==> config.mk <==
export PLATFORM = sky130hd
export DESIGN_NAME = sevrep_top
export DESIGN_NICKNAME = d
export VERILOG_FILES = /design/src/shared/sevrep_pkg.sv /design/src/sevrep_top.sv
export SDC_FILE = /design/constraint.sdc
export NUM_CORES = 1
export LEC_CHECK = 0
export BUFFER_PORTS_ARGS = -buffer_cell sky130_fd_sc_hd__buf_2
export CAP_MARGIN = 20
export CORE_MARGIN = 2
export CORE_UTILIZATION = 38
export CTS_BUF_LIST = sky130_fd_sc_hd__clkbuf_4
export CTS_CLUSTER_SIZE = 28
export DETAILED_ROUTE_END_ITERATION = 7
export PLACE_DENSITY = 0.84
export SLEW_MARGIN = 20
export SYNTH_ARGS = -nofsm -noshare
export SYNTH_HDL_FRONTEND = slang
export SYNTH_SLANG_ARGS = --single-unit
==> constraint.sdc <==
create_clock -name CLK -period 1.3 [get_ports CLK]
set_input_delay 0.26 -clock CLK [delete_from_list [all_inputs] [get_ports CLK]]
set_output_delay 0.26 -clock CLK [all_outputs]
set_load 0.01 [all_outputs]
==> src/shared/sevrep_pkg.sv <==
/*
  Constants for the status and event reporting block: register widths,
  bit positions of the operation, quality-fault and status byte registers,
  and their reset values.
  Assumes a single system clock and no register bus; every register is
  reached through dedicated strobes and data ports of the top module.
*/
// Functional notes
// - Operation and quality-fault registers are 16 bits; status byte and request enable 8.
// - A condition bit rising from zero to one sets and latches its event bit.
// - Reading an event register returns it and then clears all its bits except those set in the same cycle.
// - Each event register is masked by its own enable before summarising upward.
// - Any enabled quality-fault event sets status byte bit 3.
// - Status bits except bit 6, ANDed with enables and ORed, form bit 6.
// - The service request line is asserted while status bit 6 is one.
// - A non-empty error and event queue holds status bit 3 set.
// - A query response waiting in the output buffer sets status bit 4.
// - A command decoded without error leaves status bit 3 at zero.
// - Operation bit 1 is set while the measurement system settles.
// - Operation bit 5 follows trigger enable, held through a low external trigger.
// - Operation bit 6 is set while the transient function is armed.
// - Operation bit 14 is set while a programmed list runs.
// - Operation bit 8 marks constant voltage, bit 10 constant current regulation.
// - Bits 9 and 12 reach only the event register, never the condition view.
// - Operation bit 11 is set when a measurement sample completes.
// - Unused bits of both 16-bit registers always read zero.
// - Quality bit 0 flags current mode, bit 1 flags voltage mode.
// - Quality bit 3 flags a thermal fault, bit 6 a follower-unit fault.
// - Quality bit 12 flags voltage protection, bit 13 current protection faults.
// - With external reference enabled, any protection fault sets bits 12 and 13.
// - Quality bit 14 is set while the unit sinks energy from the load.
package sevrep_pkg;

  // Register widths
  localparam int STAT_WIDTH = 16;
  localparam int SB_WIDTH   = 8;

  // Operation register bit positions
  localparam int OP_SETTLING   = 1;
  localparam int OP_TRIG_WAIT  = 5;
  localparam int OP_TRAN_ARMED = 6;
  localparam int OP_CV         = 8;
  localparam int OP_TRAN_DONE  = 9;
  localparam int OP_CC         = 10;
  localparam int OP_SAMPLE     = 11;
  localparam int OP_LIST_DONE  = 12;
  localparam int OP_LIST_RUN   = 14;

  // Quality-fault register bit positions
  localparam int QF_CURR_MODE  = 0;
  localparam int QF_VOLT_MODE  = 1;
  localparam int QF_THERMAL    = 3;
  localparam int QF_FOLLOWER   = 6;
  localparam int QF_VOLT_PROT  = 12;
  localparam int QF_CURR_PROT  = 13;
  localparam int QF_SINKING    = 14;

  // Status byte bit positions
  localparam int SB_QUES_SUM   = 3;
  localparam int SB_MSG_AVAIL  = 4;
  localparam int SB_STD_EVENT  = 5;
  localparam int SB_REQ_SUM    = 6;
  localparam int SB_OPER_SUM   = 7;

  // Bits that may ever be one in each register; the rest read zero
  localparam logic [15:0] OP_USED_MASK   = 16'h5F62;
  localparam logic [15:0] OP_COND_MASK   = 16'h4D62;
  localparam logic [15:0] QF_USED_MASK   = 16'h704B;
  localparam logic [7:0]  SB_SRE_MASK    = 8'hBF;

  // Reset values
  localparam logic [15:0] STAT_RESET = 16'h0000;
  localparam logic [7:0]  SB_RESET   = 8'h00;

endpackage

==> src/sevrep_top.sv <==
/*
  Status and event reporting logic of the instrument: operation and
  quality-fault condition, event and enable registers, the status byte with
  its request enable, and the service request line towards the bus host.
  Assumes every input is synchronous to CLK, that read strobes and enable
  writes are one-cycle pulses from the command handling logic, and that the
  standard event summary arrives ready-made on its own input.
*/
`timescale 1ns/10ps

module sevrep_top (
  // Clock and reset
  input  wire logic                                 CLK,
  input  wire logic                                 RESET,
  // Operation sources
  input  wire logic                                 SETTLING,
  input  wire logic                                 TRIG_ENABLED,
  input  wire logic                                 TRIG_EXTERNAL,
  input  wire logic                                 TRIG_INPUT,
  input  wire logic                                 TRANSIENT_ARMED,
  input  wire logic                                 CONST_VOLTAGE,
  input  wire logic                                 CONST_CURRENT,
  input  wire logic                                 SAMPLE_DONE,
  input  wire logic                                 TRANSIENT_DONE,
  input  wire logic                                 LIST_DONE,
  input  wire logic                                 LIST_RUNNING,
  // Quality-fault sources
  input  wire logic                                 CURRENT_MODE,
  input  wire logic                                 VOLTAGE_MODE,
  input  wire logic                                 THERMAL_FAULT,
  input  wire logic                                 FOLLOWER_FAULT,
  input  wire logic                                 VOLTAGE_PROT_FAULT,
  input  wire logic                                 CURRENT_PROT_FAULT,
  input  wire logic                                 EXT_REF_ENABLED,
  input  wire logic                                 SINKING,
  // Status byte sources
  input  wire logic                                 QUEUE_NOT_EMPTY,
  input  wire logic                                 MSG_AVAILABLE,
  input  wire logic                                 STD_EVENT_SUMMARY,
  // Register access strobes and write data
  input  wire logic                                 OPER_EVENT_READ,
  input  wire logic                                 QUES_EVENT_READ,
  input  wire logic                                 OPER_ENABLE_WRITE,
  input  wire logic                                 QUES_ENABLE_WRITE,
  input  wire logic                                 SRQ_ENABLE_WRITE,
  input  wire logic [sevrep_pkg::STAT_WIDTH-1:0]    ENABLE_DATA,
  input  wire logic [sevrep_pkg::SB_WIDTH-1:0]      SRQ_ENABLE_DATA,
  // Register contents
  output logic      [sevrep_pkg::STAT_WIDTH-1:0]    OPER_CONDITION,
  output logic      [sevrep_pkg::STAT_WIDTH-1:0]    OPER_EVENT,
  output logic      [sevrep_pkg::STAT_WIDTH-1:0]    OPER_ENABLE,
  output logic      [sevrep_pkg::STAT_WIDTH-1:0]    QUES_CONDITION,
  output logic      [sevrep_pkg::STAT_WIDTH-1:0]    QUES_EVENT,
  output logic      [sevrep_pkg::STAT_WIDTH-1:0]    FAULT_FLAG_ENABLE,
  output logic      [sevrep_pkg::SB_WIDTH-1:0]      STATUS_BYTE,
  output logic      [sevrep_pkg::SB_WIDTH-1:0]      SRQ_ENABLE,
  // Service request line to the bus host
  output logic                                      SRQ
);
  import sevrep_pkg::*;

  logic [STAT_WIDTH-1:0] next_oper_cond;
  logic [STAT_WIDTH-1:0] next_ques_cond;
  logic [STAT_WIDTH-1:0] oper_pulse;
  logic [STAT_WIDTH-1:0] oper_set;
  logic [STAT_WIDTH-1:0] ques_set;
  logic [SB_WIDTH-1:0]   next_status;
  logic                  trigger_wait_flag;
  logic                  any_prot;

  // Elaboration checks: the masks and bit positions only fit these widths
  if (STAT_WIDTH != 16) begin : g_check_stat_width
    $error("status registers must be 16 bits wide");
  end
  if (SB_WIDTH != 8) begin : g_check_sb_width
    $error("status byte must be 8 bits wide");
  end
  if (SB_SRE_MASK[SB_REQ_SUM] != 1'b0) begin : g_check_sre_mask
    $error("request summary bit must not carry an enable");
  end
  if ((OP_COND_MASK & ~OP_USED_MASK) != STAT_RESET) begin : g_check_cond_mask
    $error("condition bits must be a subset of the event bits");
  end

  // Low external trigger keeps the wait flag up until the input is high again
  always_ff @(posedge CLK) begin
    if (RESET) begin
      trigger_wait_flag <= 1'b0;
    end else if (TRIG_INPUT) begin
      trigger_wait_flag <= 1'b0;
    end else if (TRIG_EXTERNAL && TRIG_ENABLED) begin
      trigger_wait_flag <= 1'b1;
    end
  end

  // Operation condition sources; unused bits are masked to zero
  always_comb begin
    next_oper_cond = STAT_RESET;
    next_oper_cond[OP_SETTLING]   = SETTLING;
    // The latch is read one cycle late, so the bit stays a cycle past the rise
    next_oper_cond[OP_TRIG_WAIT]  = TRIG_ENABLED | trigger_wait_flag;
    next_oper_cond[OP_TRAN_ARMED] = TRANSIENT_ARMED;
    next_oper_cond[OP_CV]         = CONST_VOLTAGE;
    next_oper_cond[OP_CC]         = CONST_CURRENT;
    next_oper_cond[OP_SAMPLE]     = SAMPLE_DONE;
    next_oper_cond[OP_LIST_RUN]   = LIST_RUNNING;
    next_oper_cond = next_oper_cond & OP_COND_MASK;
  end

  // Completion pulses bypass the condition view and feed the events only
  always_comb begin
    oper_pulse = STAT_RESET;
    oper_pulse[OP_TRAN_DONE] = TRANSIENT_DONE;
    oper_pulse[OP_LIST_DONE] = LIST_DONE;
  end

  // Quality-fault condition sources
  assign any_prot = VOLTAGE_PROT_FAULT | CURRENT_PROT_FAULT;

  always_comb begin
    next_ques_cond = STAT_RESET;
    next_ques_cond[QF_CURR_MODE] = CURRENT_MODE;
    next_ques_cond[QF_VOLT_MODE] = VOLTAGE_MODE;
    next_ques_cond[QF_THERMAL]   = THERMAL_FAULT;
    next_ques_cond[QF_FOLLOWER]  = FOLLOWER_FAULT;
    // External reference cannot tell which limit tripped, so both are flagged
    next_ques_cond[QF_VOLT_PROT] = VOLTAGE_PROT_FAULT | (EXT_REF_ENABLED & any_prot);
    next_ques_cond[QF_CURR_PROT] = CURRENT_PROT_FAULT | (EXT_REF_ENABLED & any_prot);
    next_ques_cond[QF_SINKING]   = SINKING;
    next_ques_cond = next_ques_cond & QF_USED_MASK;
  end

  // Rising edges of each condition, plus completion pulses, set events
  assign oper_set = ((next_oper_cond & ~OPER_CONDITION) | oper_pulse) & OP_USED_MASK;
  assign ques_set = (next_ques_cond & ~QUES_CONDITION) & QF_USED_MASK;

  // Operation condition register
  always_ff @(posedge CLK) begin
    if (RESET) begin
      OPER_CONDITION <= STAT_RESET;
    end else begin
      OPER_CONDITION <= next_oper_cond;
    end
  end

  // Quality-fault condition register
  always_ff @(posedge CLK) begin
    if (RESET) begin
      QUES_CONDITION <= STAT_RESET;
    end else begin
      QUES_CONDITION <= next_ques_cond;
    end
  end

  // Per-bit event latches; a read clears, but a set in the same cycle wins so no event is lost
  for (genvar b = 0; b < STAT_WIDTH; b++) begin : g_event_bit
    // Operation event bit
    always_ff @(posedge CLK) begin
      if (RESET) begin
        OPER_EVENT[b] <= STAT_RESET[b];
      end else if (oper_set[b]) begin
        OPER_EVENT[b] <= 1'b1;
      end else if (OPER_EVENT_READ) begin
        OPER_EVENT[b] <= 1'b0;
      end
    end

    // Quality-fault event bit, same read-clear behaviour
    always_ff @(posedge CLK) begin
      if (RESET) begin
        QUES_EVENT[b] <= STAT_RESET[b];
      end else if (ques_set[b]) begin
        QUES_EVENT[b] <= 1'b1;
      end else if (QUES_EVENT_READ) begin
        QUES_EVENT[b] <= 1'b0;
      end
    end
  end

  // Operation enable; unused positions cannot be enabled
  always_ff @(posedge CLK) begin
    if (RESET) begin
      OPER_ENABLE <= STAT_RESET;
    end else if (OPER_ENABLE_WRITE) begin
      OPER_ENABLE <= ENABLE_DATA & OP_USED_MASK;
    end
  end

  // Quality-fault enable, shares the write data with the operation enable
  always_ff @(posedge CLK) begin
    if (RESET) begin
      FAULT_FLAG_ENABLE <= STAT_RESET;
    end else if (QUES_ENABLE_WRITE) begin
      FAULT_FLAG_ENABLE <= ENABLE_DATA & QF_USED_MASK;
    end
  end

  // Request enable; bit 6 holds no enable, so the summary cannot feed itself
  always_ff @(posedge CLK) begin
    if (RESET) begin
      SRQ_ENABLE <= SB_RESET;
    end else if (SRQ_ENABLE_WRITE) begin
      SRQ_ENABLE <= SRQ_ENABLE_DATA & SB_SRE_MASK;
    end
  end

  // Status byte bits, formed from registered events and the status byte source inputs
  always_comb begin
    next_status = SB_RESET;
    // Decoding errors reach bit 3 only through the queue, so a clean command leaves it zero
    next_status[SB_QUES_SUM]  = (|(QUES_EVENT & FAULT_FLAG_ENABLE)) | QUEUE_NOT_EMPTY;
    next_status[SB_MSG_AVAIL] = MSG_AVAILABLE;
    next_status[SB_STD_EVENT] = STD_EVENT_SUMMARY;
    next_status[SB_OPER_SUM]  = |(OPER_EVENT & OPER_ENABLE);
    next_status[SB_REQ_SUM]   = |(next_status & SRQ_ENABLE & SB_SRE_MASK);
  end

  // Status byte and request line move together from one register stage
  always_ff @(posedge CLK) begin
    if (RESET) begin
      STATUS_BYTE <= SB_RESET;
      SRQ         <= 1'b0;
    end else begin
      STATUS_BYTE <= next_status;
      SRQ         <= next_status[SB_REQ_SUM];
    end
  end

endmodule

* Yosys cells after proc, flatten, opt, wreduce, memory -nomap -nowiden
Cells that the tools add are included.
Storage, ports and cells: logic and storage cells 78, register bits 63, bits of input ports 53
Cells by class: bitwise operators 14, mux-type cells 18, reductions and logical operators 21
Operator list (count):
- 15-bit AND | 4
- 2-bit nonzero test | 16
- 16-bit OR reduction | 2
- 15-bit NOT | 2
- 1-bit two-way mux | 18
- 15-bit by 13-bit bitwise OR with 15-bit output | 1
- 8-bit AND | 1
- 7-bit OR reduction | 1
- 1-bit bitwise OR | 5
- 2-bit OR reduction | 1
- 1-bit AND | 1
- 1-bit logical AND | 1

* Logic depth before layout (Yosys ltp)
word-level depth 5, mapped depth 5, mapped depth without buffers 4

* Worst setup path before layout
OpenSTA, ideal clock, no wires.
path kind reg-to-reg, start point reg OPER_EVENT[10] in the netlist's numbering, end point reg STATUS_BYTE[6] in the netlist's numbering, setup time 122 ps, path slack 8 ps, required time 1178 ps, cell stages (with the launch flop) 5, period minus slack after synthesis 1292 ps, data arrival time 1170 ps, cell sequence dfxtp_1 -> a22o_1 -> a221oi_2 -> a31oi_1 -> a221o_1
On the way: cells in the longest elaborated chain, start to end 4
Ends and longest elaborated chain:
- from (decl) | RTL line sevrep_top.sv:50 | output logic [sevrep_pkg::STAT_WIDTH-1:0] OPER_EVENT,
- from (signal, indexed assignment) | RTL line sevrep_top.sv:160 | OPER_EVENT[b] <= STAT_RESET[b];
- 15-bit AND | RTL line sevrep_top.sv:214 | next_status[SB_OPER_SUM] = |(OPER_EVENT & OPER_ENABLE);
- 16-bit OR reduction | RTL line sevrep_top.sv:214
- 8-bit AND | RTL line sevrep_top.sv:215 | next_status[SB_REQ_SUM] = |(next_status & SRQ_ENABLE & SB_SRE_MASK);
- 7-bit OR reduction | RTL line sevrep_top.sv:215
- to (signal assigned) | RTL line sevrep_top.sv:224 | STATUS_BYTE <= next_status;
- to (decl) | RTL line sevrep_top.sv:55 | output logic [sevrep_pkg::SB_WIDTH-1:0] STATUS_BYTE,
Every way passes these cells. A chain may end at the register's enable or synchronous reset.

* Worst setup path in the final report
start point reg OPER_ENABLE[11] in the netlist's numbering, end point reg STATUS_BYTE[6] in the netlist's numbering
On the way: cells in the longest elaborated chain, start to end 4
Ends and longest elaborated chain:
- from (decl) | RTL line sevrep_top.sv:51 | output logic [sevrep_pkg::STAT_WIDTH-1:0] OPER_ENABLE,
- from (signal assigned) | RTL line sevrep_top.sv:185 | OPER_ENABLE <= ENABLE_DATA & OP_USED_MASK;
- 15-bit AND | RTL line sevrep_top.sv:214
- 16-bit OR reduction | RTL line sevrep_top.sv:214
- 8-bit AND | RTL line sevrep_top.sv:215
- 7-bit OR reduction | RTL line sevrep_top.sv:215
Every way passes these cells.

==> results_dict.tcl <==
set metrics [dict create \
    wl_um 5400 \
    fin_crit_sh_pct 104 \
    root_buffer "clkbuf_4" \
    register_area_um2 1180 \
    die_y_um 83.7 \
    arrival_ns 1.61 \
    fillers 615 \
    placedInstanceArea_um2 2900 \
    cap_violations 0 \
    whs_path_depth 3 \
    fmax_mhz 740 \
    ys_warn_count 0 \
    drive_above_1_share_pct 37.5 \
    hold_viol_final 0 \
    rows 29 \
    crit_chain "a222oi_1 -> a31oi_1 -> a221o_1" \
    htreeDepth 3 \
    fin_skew_ns 0.0172 \
    nets 425 \
    end_kind "register" \
    cpMaxStageDelayCell "a222oi_1" \
    antenna_left 0 \
    drc 0 \
    failed_checks "negative setup slack" \
    die_x_um 83.7 \
    synth_cells 250 \
    fin_area_um2 3090 \
    powerDensity_nw_per_um2 1360 \
    io_buffers 106 \
    period_needed_ns 1.35 \
    outcome "finished, violations left" \
    ys_types 24 \
    wire_per_inst_um 11.9 \
    gr-total-overflow 0 \
    leakagePower_nw 1.66 \
    grt_max_degree 18 \
    hp-start "TRANSIENT_DONE" \
    setup_slack_ns -0.0506 \
    pin_count 166 \
    start_util_pct 38.7 \
    crit_fanout 3 \
    crit_buf_inv 0 \
    crit_path_start "OPER_ENABLE[11]$_SDFFE_PP0P_" \
    hp-class "input pin to register" \
    postSynthAreaPerCell_um2 9.65 \
    worst-path-stages 3 \
    final_util_pct 49.6 \
    drv_slew 0 \
    drt_iter0_drc 70 \
    via_per_inst 4.27 \
    worstSetupPathType "register to register" \
    grt_pass1_wl_um 8280 \
    dp_hpwl_um 4300 \
    start_kind "register" \
    total_power_mw 4.20 \
    vias 1933 \
    ys_seq_area_share_pct 49.0 \
    pre_cts_slack_ns -0.0812 \
    r2r_start "OPER_ENABLE[11]$_SDFFE_PP0P_" \
    area_growth_pct 28.3 \
    grt_pass1_vias 1793 \
    rr_worst_depth 3 \
    antennaDiodeCount 0 \
    clk_latency_ns 0.38 \
    synth_area_um2 2410 \
    grt_usage_pct 15.1 \
    place_congestion 0.854 \
    multi_input_area_um2 951 \
    finalSetupViolCount 1 \
    antenna_found_initial 0 \
    cts.sinks 59 \
    cp_top_family "compound AO/OA/AOI/OAI gates" \
    core_um2 6240 \
    rsz0062_at_grt "true" \
    cp.required_ns 1.56 \
    cp_slowest_stage_delay_ns 0.39 \
    ys_ff_latch 59 \
    path_clk_slew_ns 0.10 \
    clock_path_buffers 2 \
    dr.pass1.iters 4 \
    vdd_drop_max_uv 704 \
    die_area_um2 7000 \
    numCtsBuffers 9 \
    cts_tree "yes" \
]
==> registers in the layout, indices dropped and copies added (netlist names) <==
register and flops:
FAULT_FLAG_ENABLE 7, OPER_CONDITION 7, STATUS_BYTE 5, QUES_CONDITION 7, OPER_ENABLE 9, trigger_wait_flag 1
SRQ_ENABLE 7, OPER_EVENT 9, QUES_EVENT 7
==> through the flow <==
step / setup TNS, ns / hold WS [ns] / std cells
floorplan: 0 / 0.338 / 303
global placement: -0.0665 / 0.426 / 437
detailed placement: -0.0812 / 0.431 / 437
CTS: -0.0672 / 0.0589 / 453
global route: -0.118 / 0.0657 / 453
finish: -0.0506 / 0.0875 / 453
==> power by group <==
part | switching (mW) | internal [mW] | leakage, nW
Sequential | 0.0721 | 1.92 | 0.491
Clock | 0.663 | 0.955 | 0.0955
Combinational | 0.326 | 0.258 | 1.08
==> cells in the mapped netlist <==
library cell | instances | share of area, %
a221oi_2 | 1 | 0.62
a22o_1 | 2 | 0.73
a221o_1 | 1 | 0.41
nand2b_1 | 10 | 2.6
a222oi_1 | 1 | 0.41
clkbuf_1 | 3 | 0.47
buf_2 | 2 | 0.41
nand2_1 | 3 | 0.47
nor3_1 | 1 | 0.21
buf_4 | 55 | 17
conb_1 | 1 | 0.16
dfxtp_1 | 59 | 49
nor2_1 | 37 | 5.8
a21oi_1 | 10 | 2.1
o21ai_0 | 1 | 0.21
buf_1 | 4 | 0.62
a31oi_1 | 1 | 0.26
a22oi_1 | 10 | 3.1
or2_2 | 1 | 0.26
inv_1 | 8 | 1.2
o31ai_1 | 2 | 0.62
a41oi_1 | 1 | 0.36
nor2b_1 | 13 | 3.4
mux2i_1 | 23 | 9.5
==> worst register-to-register path: stages (launching register included) <==
cell and delay (ns):
dfxtp_2 0.33, a222oi_1 0.39, a31oi_1 0.19, a221o_1 0.33
==> path summary, 6_finish.rpt <==
kind	endpoint	slack, ns
worst max-delay path	STATUS_BYTE[6]$_SDFF_PP0_	-0.05
worst min-delay path	OPER_EVENT[9]$_SDFFE_PP0P_	0.09
worst max register to register	STATUS_BYTE[6]$_SDFF_PP0_	-0.05
worst min register to register	OPER_EVENT[5]$_SDFFE_PP0P_	0.45
==> routing by layer <==
metal | part of all wire, % | track usage, % | vias up
met1 | 41 | 17.2 | 866
li1 | - | - | 957
met5 | 0 | 0 | -
met2 | 49 | 25.3 | 96
met4 | 2.0 | 8.36 | 0
met3 | 7.7 | 4.45 | 14
==> layout by cell type (no fill, tap or decap), types with 3 or more instances in the layout <==
| cell type | Yosys | routed |
|---|---|---|
| buf_2 | 2 | 105 |
| dfxtp_1 | 59 | 56 |
| conb_1 | 1 | 54 |
| nor2_1 | 37 | 37 |
| mux2i_1 | 23 | 23 |
| buf_4 | 55 | 15 |
| nor2b_1 | 13 | 13 |
| nand2b_1 | 10 | 10 |
| a21oi_1 | 10 | 10 |
| a22oi_1 | 10 | 10 |
| clkbuf_4 | 0 | 9 |
| inv_1 | 8 | 8 |
| dfxtp_2 | 0 | 3 |
| nand2_1 | 3 | 3 |
| clkinv_2 | 0 | 3 |
| bufinv_16 | 0 | 3 |
==> logic make-up after synthesis <==
logic type,Yosys count,share of synthesized area (%)
buffers and inverters,72,19.9
and+or+nand+nor,65,12.7
other,1,0.155
AOI/OAI and AO/OA,30,8.82
DFF,59,49.0
muxes,23,9.54
==> timing repair <==
action / in CTS / in global routing
hold buffers: 1 / 0
pin swaps: 3 / 0
setup buffers: 0 / 0
endpoints found under the setup margin: 2 / 3
hold endpoints to repair: 1 / 0
resized for setup: 2 / 2
==> area by class of cell <==
cell class,count,share of cell area [%]
Timing Repair Buffer,122,21.3
Multi-Input combinational cell,172,30.7
Inverter,8,0.970
Tap cell,77,3.11
Clock buffer,9,2.18
Clock inverter,6,3.40
Sequential cell,59,38.3
Note: power is estimated with default switching activity, not from simulation.
